$ cat src/shared/rfs_pkg.sv
// package: register map, field layout and event types of the receive outcome tracker
package rfs_pkg;
	// ----------------------------------------
	// register map
	// ----------------------------------------
	// printed offsets are not all multiples of four: index kept, byte address is four times it
	localparam logic [7:0] RFS_OUTCOME_IDX = 8'h13;
	localparam logic [7:0] RFS_CTRL_IDX = 8'h20;
	localparam logic [9:0] RFS_OUTCOME_ADDR = {RFS_OUTCOME_IDX, 2'b00};
	localparam logic [9:0] RFS_CTRL_ADDR = {RFS_CTRL_IDX, 2'b00};
	localparam logic [31:0] RFS_OUTCOME_RESET = 32'h0000_0000;
	localparam logic [31:0] RFS_CTRL_RESET = 32'h0000_0000;
	// ----------------------------------------
	// outcome word fields
	// ----------------------------------------
	localparam int RFS_COLL_POS_LSB = 19;
	localparam int RFS_COLL_SEEN_BIT = 18;
	localparam int RFS_FRAME_FAULT_BIT = 17;
	localparam int RFS_CHECK_FAULT_BIT = 16;
	localparam int RFS_LAST_BITS_LSB = 13;
	localparam int RFS_FRAMES_LSB = 9;
	localparam int RFS_BYTES_LSB = 0;
	localparam int RFS_COLL_POS_W = 7;
	localparam int RFS_LAST_BITS_W = 3;
	localparam int RFS_FRAMES_W = 4;
	localparam int RFS_BYTES_W = 9;
	// ----------------------------------------
	// control word fields (software settings)
	// ----------------------------------------
	localparam int RFS_CTL_ALIGN_LSB = 6;
	localparam int RFS_CTL_ALIGN_W = 3;
	localparam int RFS_CTL_PARITY_BIT = 10;
	localparam int RFS_CTL_MULTI_BIT = 12;
	localparam int RFS_CTL_INVPAR_BIT = 13;
	localparam int RFS_CTL_COLLMODE_BIT = 14;
	localparam logic [31:0] RFS_CTRL_MASK = 32'h0000_75C0;

	// events from the demodulator, one-cycle pulses
	typedef struct packed {
		logic rx_start;
		logic rx_done;
		logic data_bit;
		logic bit_value;
		logic byte_end;
		logic parity_bad;
		logic crc_bad;
		logic collision;
		logic stop_bad;
		logic sof_eof_bad;
		logic count_bad;
	} rfs_rx_event_type;

	typedef enum logic [1:0] {
		RFS_IDLE = 2'b00,
		RFS_RECV = 2'b01,
		RFS_HALT = 2'b11
	} rfs_state_type;
endpackage

$ cat src/rfs_apb_slave.sv
// apb slave decode for outcome and control words
`timescale 1ns/1ps
module rfs_apb_slave import rfs_pkg::*; (
	input wire logic clk_i,
	input wire logic rst_i,
	input wire logic psel_i,
	input wire logic penable_i,
	input wire logic pwrite_i,
	input wire logic [9:0] paddr_i,
	input wire logic [31:0] pwdata_i,
	input wire logic [31:0] outcome_i,
	output logic [31:0] ctrl_o,
	output logic [31:0] prdata_o,
	output logic pready_o,
	output logic pslverr_o
);
	// ----------------------------------------
	// decode
	// ----------------------------------------
	wire logic setup_w = psel_i & ~penable_i;
	wire logic hit_out_w = (paddr_i == RFS_OUTCOME_ADDR);
	wire logic hit_ctl_w = (paddr_i == RFS_CTRL_ADDR);
	wire logic [31:0] rdata_w = hit_out_w ? outcome_i : (hit_ctl_w ? ctrl_o : 32'h0000_0000);
	wire logic err_w = ~(hit_out_w | hit_ctl_w);
	wire logic access_w = psel_i & penable_i & pready_o;
	// ----------------------------------------
	// access: one wait-free answer, ready in the access phase
	// ----------------------------------------
	always_ff @(posedge clk_i or posedge rst_i) begin
		if (rst_i) begin
			ctrl_o <= RFS_CTRL_RESET;
			prdata_o <= 32'h0000_0000;
			pready_o <= 1'b0;
			pslverr_o <= 1'b0;
		end else begin
			pready_o <= setup_w;
			pslverr_o <= setup_w & err_w;
			if (setup_w & ~pwrite_i) begin
				prdata_o <= rdata_w;
			end
			// outcome word writes dropped: read-only; a write lands only at the access edge
			if (access_w & pwrite_i & hit_ctl_w) begin
				ctrl_o <= pwdata_i & RFS_CTRL_MASK;
			end
		end
	end
endmodule // rfs_apb_slave

$ cat src/rfs_sync3.sv
// three-flop synchroniser with agreement filter for an external level
`timescale 1ns/1ps
module rfs_sync3 (
	input wire logic clk_i,
	input wire logic rst_i,
	input wire logic d_i,
	output logic q_o
);
	logic s1_q;
	logic s2_q;
	logic s3_q;
	always_ff @(posedge clk_i or posedge rst_i) begin
		if (rst_i) begin
			s1_q <= 1'b0;
			s2_q <= 1'b0;
			s3_q <= 1'b0;
			q_o <= 1'b0;
		end else begin
			s1_q <= d_i;
			s2_q <= s1_q;
			s3_q <= s2_q;
			// change counted only once stages two and three agree
			if (s2_q == s3_q) begin
				q_o <= s3_q;
			end
		end
	end
endmodule // rfs_sync3

$ cat src/rfs_tracker.sv
// receive outcome tracker: per-frame collision, fault and tally status word
// Notes on behaviour
// - first collision data-bit index reported in seven-bit field.
// - index meaningful only in collision-capable modes while index-valid is set.
// - nonzero first-bit offset is added into the collision index.
// - collision-seen flag set on any collision during reception.
// - framing fault on bad stop bit, bad start/end of frame, wrong count.
// - after a framing fault, further data of the frame is ignored.
// - framing and check faults clear when next reception begins.
// - check fault on parity or checksum mismatch; reception continues.
// - inverted-parity end criterion does not raise the check fault.
// - valid bits of final byte in three bits, zero meaning all eight.
// - frame tally updated on receive done; valid with multi-frame capture.
// - byte tally valid from receive done until receiver enabled again.
// - first-bit offset sets storage position of first received bit.
// - per-byte parity enabled and bad parity raises check fault, continuing.
`timescale 1ns/1ps
module rfs_tracker import rfs_pkg::*; #(
	parameter int COLL_W = RFS_COLL_POS_W,
	parameter int BYTES_W = RFS_BYTES_W,
	parameter int FRAMES_W = RFS_FRAMES_W
) (
	input wire logic clk_i,
	input wire logic rst_i,
	input wire logic psel_i,
	input wire logic penable_i,
	input wire logic pwrite_i,
	input wire logic [9:0] paddr_i,
	input wire logic [31:0] pwdata_i,
	input wire rfs_rx_event_type rx_event_i,
	input wire logic collision_capable_mode_i,
	output logic [31:0] prdata_o,
	output logic pready_o,
	output logic pslverr_o,
	output logic collision_index_valid_o,
	output logic receive_done_event_o,
	output logic receive_halted_o
);
	// ----------------------------------------
	// state
	// ----------------------------------------
	rfs_state_type state_q;
	rfs_state_type state_d;
	logic [COLL_W-1:0] first_collision_bit_index_q;
	logic [COLL_W-1:0] bit_pos_q;
	logic coll_seen_q;
	logic frame_fault_q;
	logic check_fault_q;
	logic [2:0] last_bits_q;
	logic [FRAMES_W-1:0] frames_q;
	logic [BYTES_W-1:0] bytes_q;
	logic [BYTES_W-1:0] bytes_live_q;
	logic [2:0] bits_in_byte_q;
	logic [31:0] ctrl_w;
	logic [31:0] outcome_w;
	logic mode_sync_w;

	// ----------------------------------------
	// settings
	// ----------------------------------------
	wire logic [2:0] align_w = ctrl_w[RFS_CTL_ALIGN_LSB +: RFS_CTL_ALIGN_W];
	wire logic parity_on_w = ctrl_w[RFS_CTL_PARITY_BIT];
	wire logic multi_frame_capture_on = ctrl_w[RFS_CTL_MULTI_BIT];
	wire logic inv_parity_stop_w = ctrl_w[RFS_CTL_INVPAR_BIT];
	// mode strap may come from a pin, so it is synchronised
	wire logic coll_mode_w = ctrl_w[RFS_CTL_COLLMODE_BIT] | mode_sync_w;

	// ----------------------------------------
	// event decode
	// ----------------------------------------
	wire logic receiving_w = (state_q == RFS_RECV);
	wire logic frame_err_w = receiving_w & (rx_event_i.stop_bad | rx_event_i.sof_eof_bad
		| rx_event_i.count_bad);
	// wrong parity is the stop criterion when inverted-parity end is set
	wire logic par_err_w = parity_on_w & rx_event_i.parity_bad & ~inv_parity_stop_w;
	wire logic check_err_w = receiving_w & (par_err_w | rx_event_i.crc_bad);
	wire logic data_w = receiving_w & rx_event_i.data_bit & ~frame_err_w;
	wire logic coll_w = data_w & rx_event_i.collision;
	wire logic first_coll_w = coll_w & ~coll_seen_q;
	// offset counted as pre-filled bits of the first byte
	wire logic [COLL_W-1:0] align_ext_w = COLL_W'(align_w);
	wire logic [2:0] bits_next_w = bits_in_byte_q + 3'd1;

	// ----------------------------------------
	// sequencing
	// ----------------------------------------
	always_comb begin
		state_d = state_q;
		case (state_q)
			RFS_IDLE: begin
				if (rx_event_i.rx_start) begin
					state_d = RFS_RECV;
				end
			end
			RFS_RECV: begin
				if (rx_event_i.rx_done) begin
					state_d = RFS_IDLE;
				end else if (frame_err_w) begin
					state_d = RFS_HALT;
				end
			end
			RFS_HALT: begin
				if (rx_event_i.rx_done) begin
					state_d = RFS_IDLE;
				end
			end
			default: begin
				state_d = RFS_IDLE;
			end
		endcase
		// a new start always wins; restarts capture cleanly
		if (rx_event_i.rx_start) begin
			state_d = RFS_RECV;
		end
	end

	always_ff @(posedge clk_i or posedge rst_i) begin
		if (rst_i) begin
			state_q <= RFS_IDLE;
		end else begin
			state_q <= state_d;
		end
	end

	// ----------------------------------------
	// flags
	// ----------------------------------------
	// a start opens a new frame; an error in that same cycle belonged to the old one
	always_ff @(posedge clk_i or posedge rst_i) begin
		if (rst_i) begin
			coll_seen_q <= 1'b0;
		end else if (rx_event_i.rx_start) begin
			coll_seen_q <= 1'b0;
		end else if (coll_w) begin
			coll_seen_q <= 1'b1;
		end
	end

	always_ff @(posedge clk_i or posedge rst_i) begin
		if (rst_i) begin
			frame_fault_q <= 1'b0;
		end else if (rx_event_i.rx_start) begin
			frame_fault_q <= 1'b0;
		end else if (frame_err_w) begin
			frame_fault_q <= 1'b1;
		end
	end

	// reception goes on after a check fault, so later data still counts
	always_ff @(posedge clk_i or posedge rst_i) begin
		if (rst_i) begin
			check_fault_q <= 1'b0;
		end else if (rx_event_i.rx_start) begin
			check_fault_q <= 1'b0;
		end else if (check_err_w) begin
			check_fault_q <= 1'b1;
		end
	end

	// only the first collision of a frame is kept
	always_ff @(posedge clk_i or posedge rst_i) begin
		if (rst_i) begin
			first_collision_bit_index_q <= '0;
		end else if (rx_event_i.rx_start) begin
			first_collision_bit_index_q <= '0;
		end else if (first_coll_w) begin
			first_collision_bit_index_q <= bit_pos_q;
		end
	end

	// index valid only in a mode where a collision position means something
	always_ff @(posedge clk_i or posedge rst_i) begin
		if (rst_i) begin
			collision_index_valid_o <= 1'b0;
		end else if (rx_event_i.rx_start) begin
			collision_index_valid_o <= 1'b0;
		end else if (first_coll_w) begin
			collision_index_valid_o <= coll_mode_w;
		end
	end

	// ----------------------------------------
	// bit and byte tallies
	// ----------------------------------------
	// saturates: an index past seven bits cannot be shown
	wire logic bit_pos_full_w = (bit_pos_q == {COLL_W{1'b1}});
	wire logic byte_wrap_w = data_w & (bits_next_w == 3'd0);
	// a done with no frame in progress is a stray pulse and is dropped
	wire logic done_w = rx_event_i.rx_done & (state_q != RFS_IDLE);
	// partial byte counts as one, its valid bits reported
	wire logic [BYTES_W-1:0] bytes_final_w = bytes_live_q + BYTES_W'(bits_in_byte_q != 3'd0);

	// position of the next data bit; starts at the first-bit offset
	always_ff @(posedge clk_i or posedge rst_i) begin
		if (rst_i) begin
			bit_pos_q <= '0;
		end else if (rx_event_i.rx_start) begin
			bit_pos_q <= align_ext_w;
		end else if (data_w & ~bit_pos_full_w) begin
			bit_pos_q <= bit_pos_q + COLL_W'(1);
		end
	end

	// the offset pre-fills the first byte
	always_ff @(posedge clk_i or posedge rst_i) begin
		if (rst_i) begin
			bits_in_byte_q <= 3'd0;
		end else if (rx_event_i.rx_start) begin
			bits_in_byte_q <= align_w;
		end else if (data_w) begin
			bits_in_byte_q <= bits_next_w;
		end
	end

	// whole bytes only; the partial one is added when the frame ends
	always_ff @(posedge clk_i or posedge rst_i) begin
		if (rst_i) begin
			bytes_live_q <= '0;
		end else if (rx_event_i.rx_start) begin
			bytes_live_q <= '0;
		end else if (byte_wrap_w) begin
			bytes_live_q <= bytes_live_q + BYTES_W'(1);
		end
	end

	// tally stale once receiver enabled again; a done in the start cycle still closes the old frame
	always_ff @(posedge clk_i or posedge rst_i) begin
		if (rst_i) begin
			bytes_q <= '0;
		end else if (done_w) begin
			bytes_q <= bytes_final_w;
		end else if (rx_event_i.rx_start) begin
			bytes_q <= '0;
		end
	end

	// zero when the last byte is whole
	always_ff @(posedge clk_i or posedge rst_i) begin
		if (rst_i) begin
			last_bits_q <= 3'd0;
		end else if (done_w) begin
			last_bits_q <= bits_in_byte_q;
		end
	end

	// not cleared on start: the tally runs across the frames of one capture
	always_ff @(posedge clk_i or posedge rst_i) begin
		if (rst_i) begin
			frames_q <= '0;
		end else if (done_w) begin
			if (multi_frame_capture_on) begin
				frames_q <= frames_q + FRAMES_W'(1);
			end else begin
				frames_q <= '0;
			end
		end
	end

	// one-cycle pulse, one clock after the done that closed a frame
	always_ff @(posedge clk_i or posedge rst_i) begin
		if (rst_i) begin
			receive_done_event_o <= 1'b0;
		end else begin
			receive_done_event_o <= done_w;
		end
	end

	always_ff @(posedge clk_i or posedge rst_i) begin
		if (rst_i) begin
			receive_halted_o <= 1'b0;
		end else begin
			receive_halted_o <= (state_d == RFS_HALT);
		end
	end

	// ----------------------------------------
	// outcome word assembly, reserved bits zero
	// ----------------------------------------
	assign outcome_w = {6'h00, first_collision_bit_index_q, coll_seen_q, frame_fault_q, check_fault_q,
		last_bits_q, frames_q, bytes_q};

	rfs_sync3 u_mode_sync (
		.clk_i(clk_i),
		.rst_i(rst_i),
		.d_i(collision_capable_mode_i),
		.q_o(mode_sync_w)
	);

	rfs_apb_slave u_apb (
		.clk_i(clk_i),
		.rst_i(rst_i),
		.psel_i(psel_i),
		.penable_i(penable_i),
		.pwrite_i(pwrite_i),
		.paddr_i(paddr_i),
		.pwdata_i(pwdata_i),
		.outcome_i(outcome_w),
		.ctrl_o(ctrl_w),
		.prdata_o(prdata_o),
		.pready_o(pready_o),
		.pslverr_o(pslverr_o)
	);
endmodule // rfs_tracker
$ cat config.mk
export PLATFORM = sky130hd
export DESIGN_NAME = rfs_tracker
export DESIGN_NICKNAME = d
export VERILOG_FILES = /design/src/shared/rfs_pkg.sv /design/src/rfs_apb_slave.sv /design/src/rfs_sync3.sv /design/src/rfs_tracker.sv
export SDC_FILE = /design/constraint.sdc
export NUM_CORES = 1
export LEC_CHECK = 0
export BUFFER_PORTS_ARGS = -buffer_cell sky130_fd_sc_hd__buf_2
export CAP_MARGIN = 20
export CORE_MARGIN = 2
export CORE_UTILIZATION = 57
export CTS_CLUSTER_SIZE = 24
export DETAILED_ROUTE_END_ITERATION = 6
export PLACE_DENSITY = 0.88
export SETUP_SLACK_MARGIN = 0.4
export SLEW_MARGIN = 10
export SYNTH_ARGS = -nofsm -noshare
export SYNTH_HDL_FRONTEND = slang
export SYNTH_SLANG_ARGS = --single-unit
$ cat constraint.sdc
create_clock -name clk_i -period 5 [get_ports clk_i]
set_input_delay 0.25 -clock clk_i [delete_from_list [all_inputs] [get_ports clk_i]]
set_output_delay 0.25 -clock clk_i [all_outputs]
set_load 0.02 [all_outputs]
==> impl_metrics.csv <==
group,metric,value,unit
placed_design,placed_cell_area,4300,um^2
floorplanning,die_area,7630,um^2
timing,fin_ws,3.14,ns
route,wirelength,8.43,mm
placed_design,place_congestion,0.872,
setup_path,cp_slowest_cell,"nor4_4",
synth,async_flop_share,100,%
route,via_per_inst,5.93,
timing,slew_headroom,25.1,%
clocking,path_clk_slew,0.09,ns
global_route,grt_max_degree,90,
clocking,clock-sinks,89,
setup_path,reg2reg_depth,5,
floorplanning,rows,30,
synth,synth.distinct_cells,54,
global_route,grt_pass1_wl,13.8,mm
clocking,cts_tree,"built",
timing,clock-skew-final,0.00927,ns
global_route,overflow,0,
run,maxCapViolCount,0,
layout,fill_cells,487,
global_route,antenna_found_initial,0,
setup_path,cp.arrival,2.15,ns
timing,hold_slack,0.0703,ns
placed_design,port_buffers,62,
global_route,grt_use_total,23.2,%
floorplanning,initial_core_util,58.6,%
floorplanning,core_area,6760,um^2
clocking,cts_root_buf,"clkbuf_8",
global_route,grt_pass1_vias,2920,
setup_path,cp.required,5.29,ns
setup_path,critPathLaunchType,"input pin",
timing,fmax,0.537,GHz
setup_path,cp.depth,5,
power_and_ir_drop,power_density,283,nW/um^2
clocking,clockBufferDepth,2,
route,drcViolationCount,0,
setup_path,path_class,"input pin to register",
timing,min_period,1.86,ns
timing,setup_viol,0,
placed_design,hpwl,5.77,mm
synth,yosysSeqAreaShare,56.2,%
layout,postLayoutCellArea,4550,um^2
setup_path,end_kind,"register",
timing,tightest_slew,1.12,ns
timing,slew_violations,0,
route,via_count,2985,
clocking,clkLatencyLatePin,0.36,ns
hold_path,worstHoldPathType,"input pin to register",
placed_design,pre_cts_ws,2.44,ns
layout,drive_gt1_share,26.2,%
timing,rsz0062_at_grt,"false",
layout,final_common_cell,"dfrtp_1",
power_and_ir_drop,power.leakage,2.19,nW
setup_path,cp_top_family,"simple AND/OR/NAND/NOR gates",
timing,tns,0,ns
hold_path,hold_depth,2,
timing,finalHoldViolations,0,
route,routedWlPerCell,16.8,um
setup_path,path_cells,"buf_2 -> nor2b_1 -> nand2b_1 -> nor4_4 -> a22o_2",
floorplanning,io_pins,96,
layout,final_nets,485,
layout,area_growth,14.8,%
route,drt_pre_antenna_iters,4,
clocking,cts_resized,0,
power_and_ir_drop,ir_drop,0.000166,V
synth,ys.flop_type,"dfrtp_1",
synth,synth_warnings,0,
clocking,htreeDepth,3,
synth,synth_edf_count,0,
floorplanning,die_h,87.4,um
clocking,cts_made_buffers,9,
timing,post-route-period-util,37.2,%
floorplanning,die_w,87.4,um
outcome,status,"finished, final reports clean",
layout,layout_common_cells,"dfrtp_1, buf_2, nor2_1, nand2_1, o21ai_0",
setup_path,cp_max_fo,19,
route,ant_nets,0,
route,drt_iter0_drc,227,
setup_path,cp_num_buf_inv,1,
synth,syn_avg_cell_area,11.2,um^2
synth,netlist_area,3960,um^2
layout,diodes,0,
setup_path,worst_path_largest_cell_delay,0.96,ns
synth,synth_seq_cells,89,
synth,synthCells,353,
==> cell families (layout without fill, tap and decap cells) <==
kind of cell	Yosys count	in the layout	synth area share (%)
AND/OR/NAND/NOR	114	114	15.8
flip-flops	89	89	56.2
AO/OA/AOI/OAI	81	81	14.1
buffers and inverters	29	94	3.66
multiplexers	17	17	4.52
XOR/XNOR	13	13	2.87
adder cells (fa/ha/maj)	9	9	2.78
other	1	6	0.0946
==> worst reg2reg max path, stage by stage (launching register included) <==
cell and delay, ns:
dfrtp_1 0.44, ha_1 0.25, xnor2_1 0.25, nand4_1 0.26, or3_1 0.41, a21oi_1 0.16
==> area by class of cell <==
class / count / area (um^2) / share of cell area, %
Clock buffer: 11 / 141 / 3.11
Clock inverter: 5 / 40.0 / 0.880
Inverter: 9 / 35.0 / 0.770
Multi-Input combinational cell: 240 / 1620 / 35.5
Sequential cell: 89 / 2230 / 48.9
Tap cell: 80 / 100 / 2.20
Timing Repair Buffer: 69 / 392 / 8.61
==> state kept, by name (all words and copies together), names as in the netlist <==
| name | cells |
|---|---|
| collision_index_valid_o | 1 |
| bytes_q | 9 |
| frames_q | 4 |
| bits_in_byte_q | 3 |
| u_mode_sync.s2_q | 1 |
| u_mode_sync.s1_q | 1 |
| state_q | 2 |
| u_apb.ctrl_o | 7 |
| u_apb.prdata_o | 26 |
| first_collision_bit_index_q | 7 |
| coll_seen_q | 1 |
| bytes_live_q | 9 |
| u_mode_sync.q_o | 1 |
| receive_done_event_o | 1 |
| frame_fault_q | 1 |
| bit_pos_q | 7 |
| receive_halted_o | 1 |
| check_fault_q | 1 |
| u_apb.pready_o | 1 |
| u_apb.pslverr_o | 1 |
| u_mode_sync.s3_q | 1 |
| last_bits_q | 3 |
==> routing by layer <==
metal	up-vias	GRT usage [%]	routed length (um)
met4	0	10.8	123
met5	-	0	0
met1	1493	32.7	3720
met2	89	36.1	4230
met3	12	3.03	361
li1	1391	-	-
==> through the flow <==
step                      power [mW]  utilization [%]  std cells
after floorplan                0.812                -        358
after global placement         0.839             63.7        482
after detailed placement       0.843             63.7        482
after CTS                       1.29             66.5        499
after global routing            1.34             67.4        503
final                           1.29             67.4        503
==> report_power, final <==
group	leakage (nW)	total, mW	switching, mW	internal, mW
Clock	0.0822	0.457	0.260	0.197
Sequential	1.21	0.742	0.0105	0.732
Combinational	0.891	0.0909	0.0608	0.0300
==> worst paths after layout <==
check,from,to,slack (ns)
worst min-delay path,penable_i,u_apb.pready_o,0.07
worst max-delay path,penable_i,u_apb.prdata_o[5],3.14
worst max register to register,bits_in_byte_q[0],bytes_live_q[6],3.15
min in group asynchronous,rst_i,u_apb.prdata_o[4],0.46
max in group asynchronous,rst_i,bytes_live_q[1],3.92
worst min register to register,u_mode_sync.s1_q,u_mode_sync.s2_q,0.36
==> timing repair <==
| action | CTS | global route |
|---|---|---|
| buffers inserted | 0 | 0 |
| hold buffers | 1 | 1 |
| hold endpoints to repair | 1 | 19 |
==> cells in the mapped netlist (3+ instances only) <==
| library cell | instances | share of area [%] |
|---|---|---|
| dfrtp_1 | 89 | 56 |
| nand2_1 | 26 | 2.5 |
| nor2_1 | 26 | 2.5 |
| o21ai_0 | 24 | 3.0 |
| nand3_1 | 22 | 2.8 |
| a21oi_1 | 12 | 1.5 |
| a22o_1 | 10 | 2.2 |
| a22o_2 | 10 | 2.5 |
| clkbuf_1 | 10 | 0.95 |
| mux2i_1 | 10 | 2.5 |
| a22oi_1 | 8 | 1.5 |
| ha_1 | 8 | 2.5 |
| inv_1 | 8 | 0.76 |
| buf_4 | 7 | 1.3 |
| mux2_2 | 7 | 2.0 |
| or3_1 | 7 | 1.1 |
| xor2_1 | 7 | 1.5 |
| xnor2_1 | 6 | 1.3 |
| nand4_1 | 5 | 0.79 |
| and4_1 | 4 | 0.88 |
| nand2b_1 | 4 | 0.63 |
| a31oi_1 | 3 | 0.47 |
(Power assumes the default switching activity.)
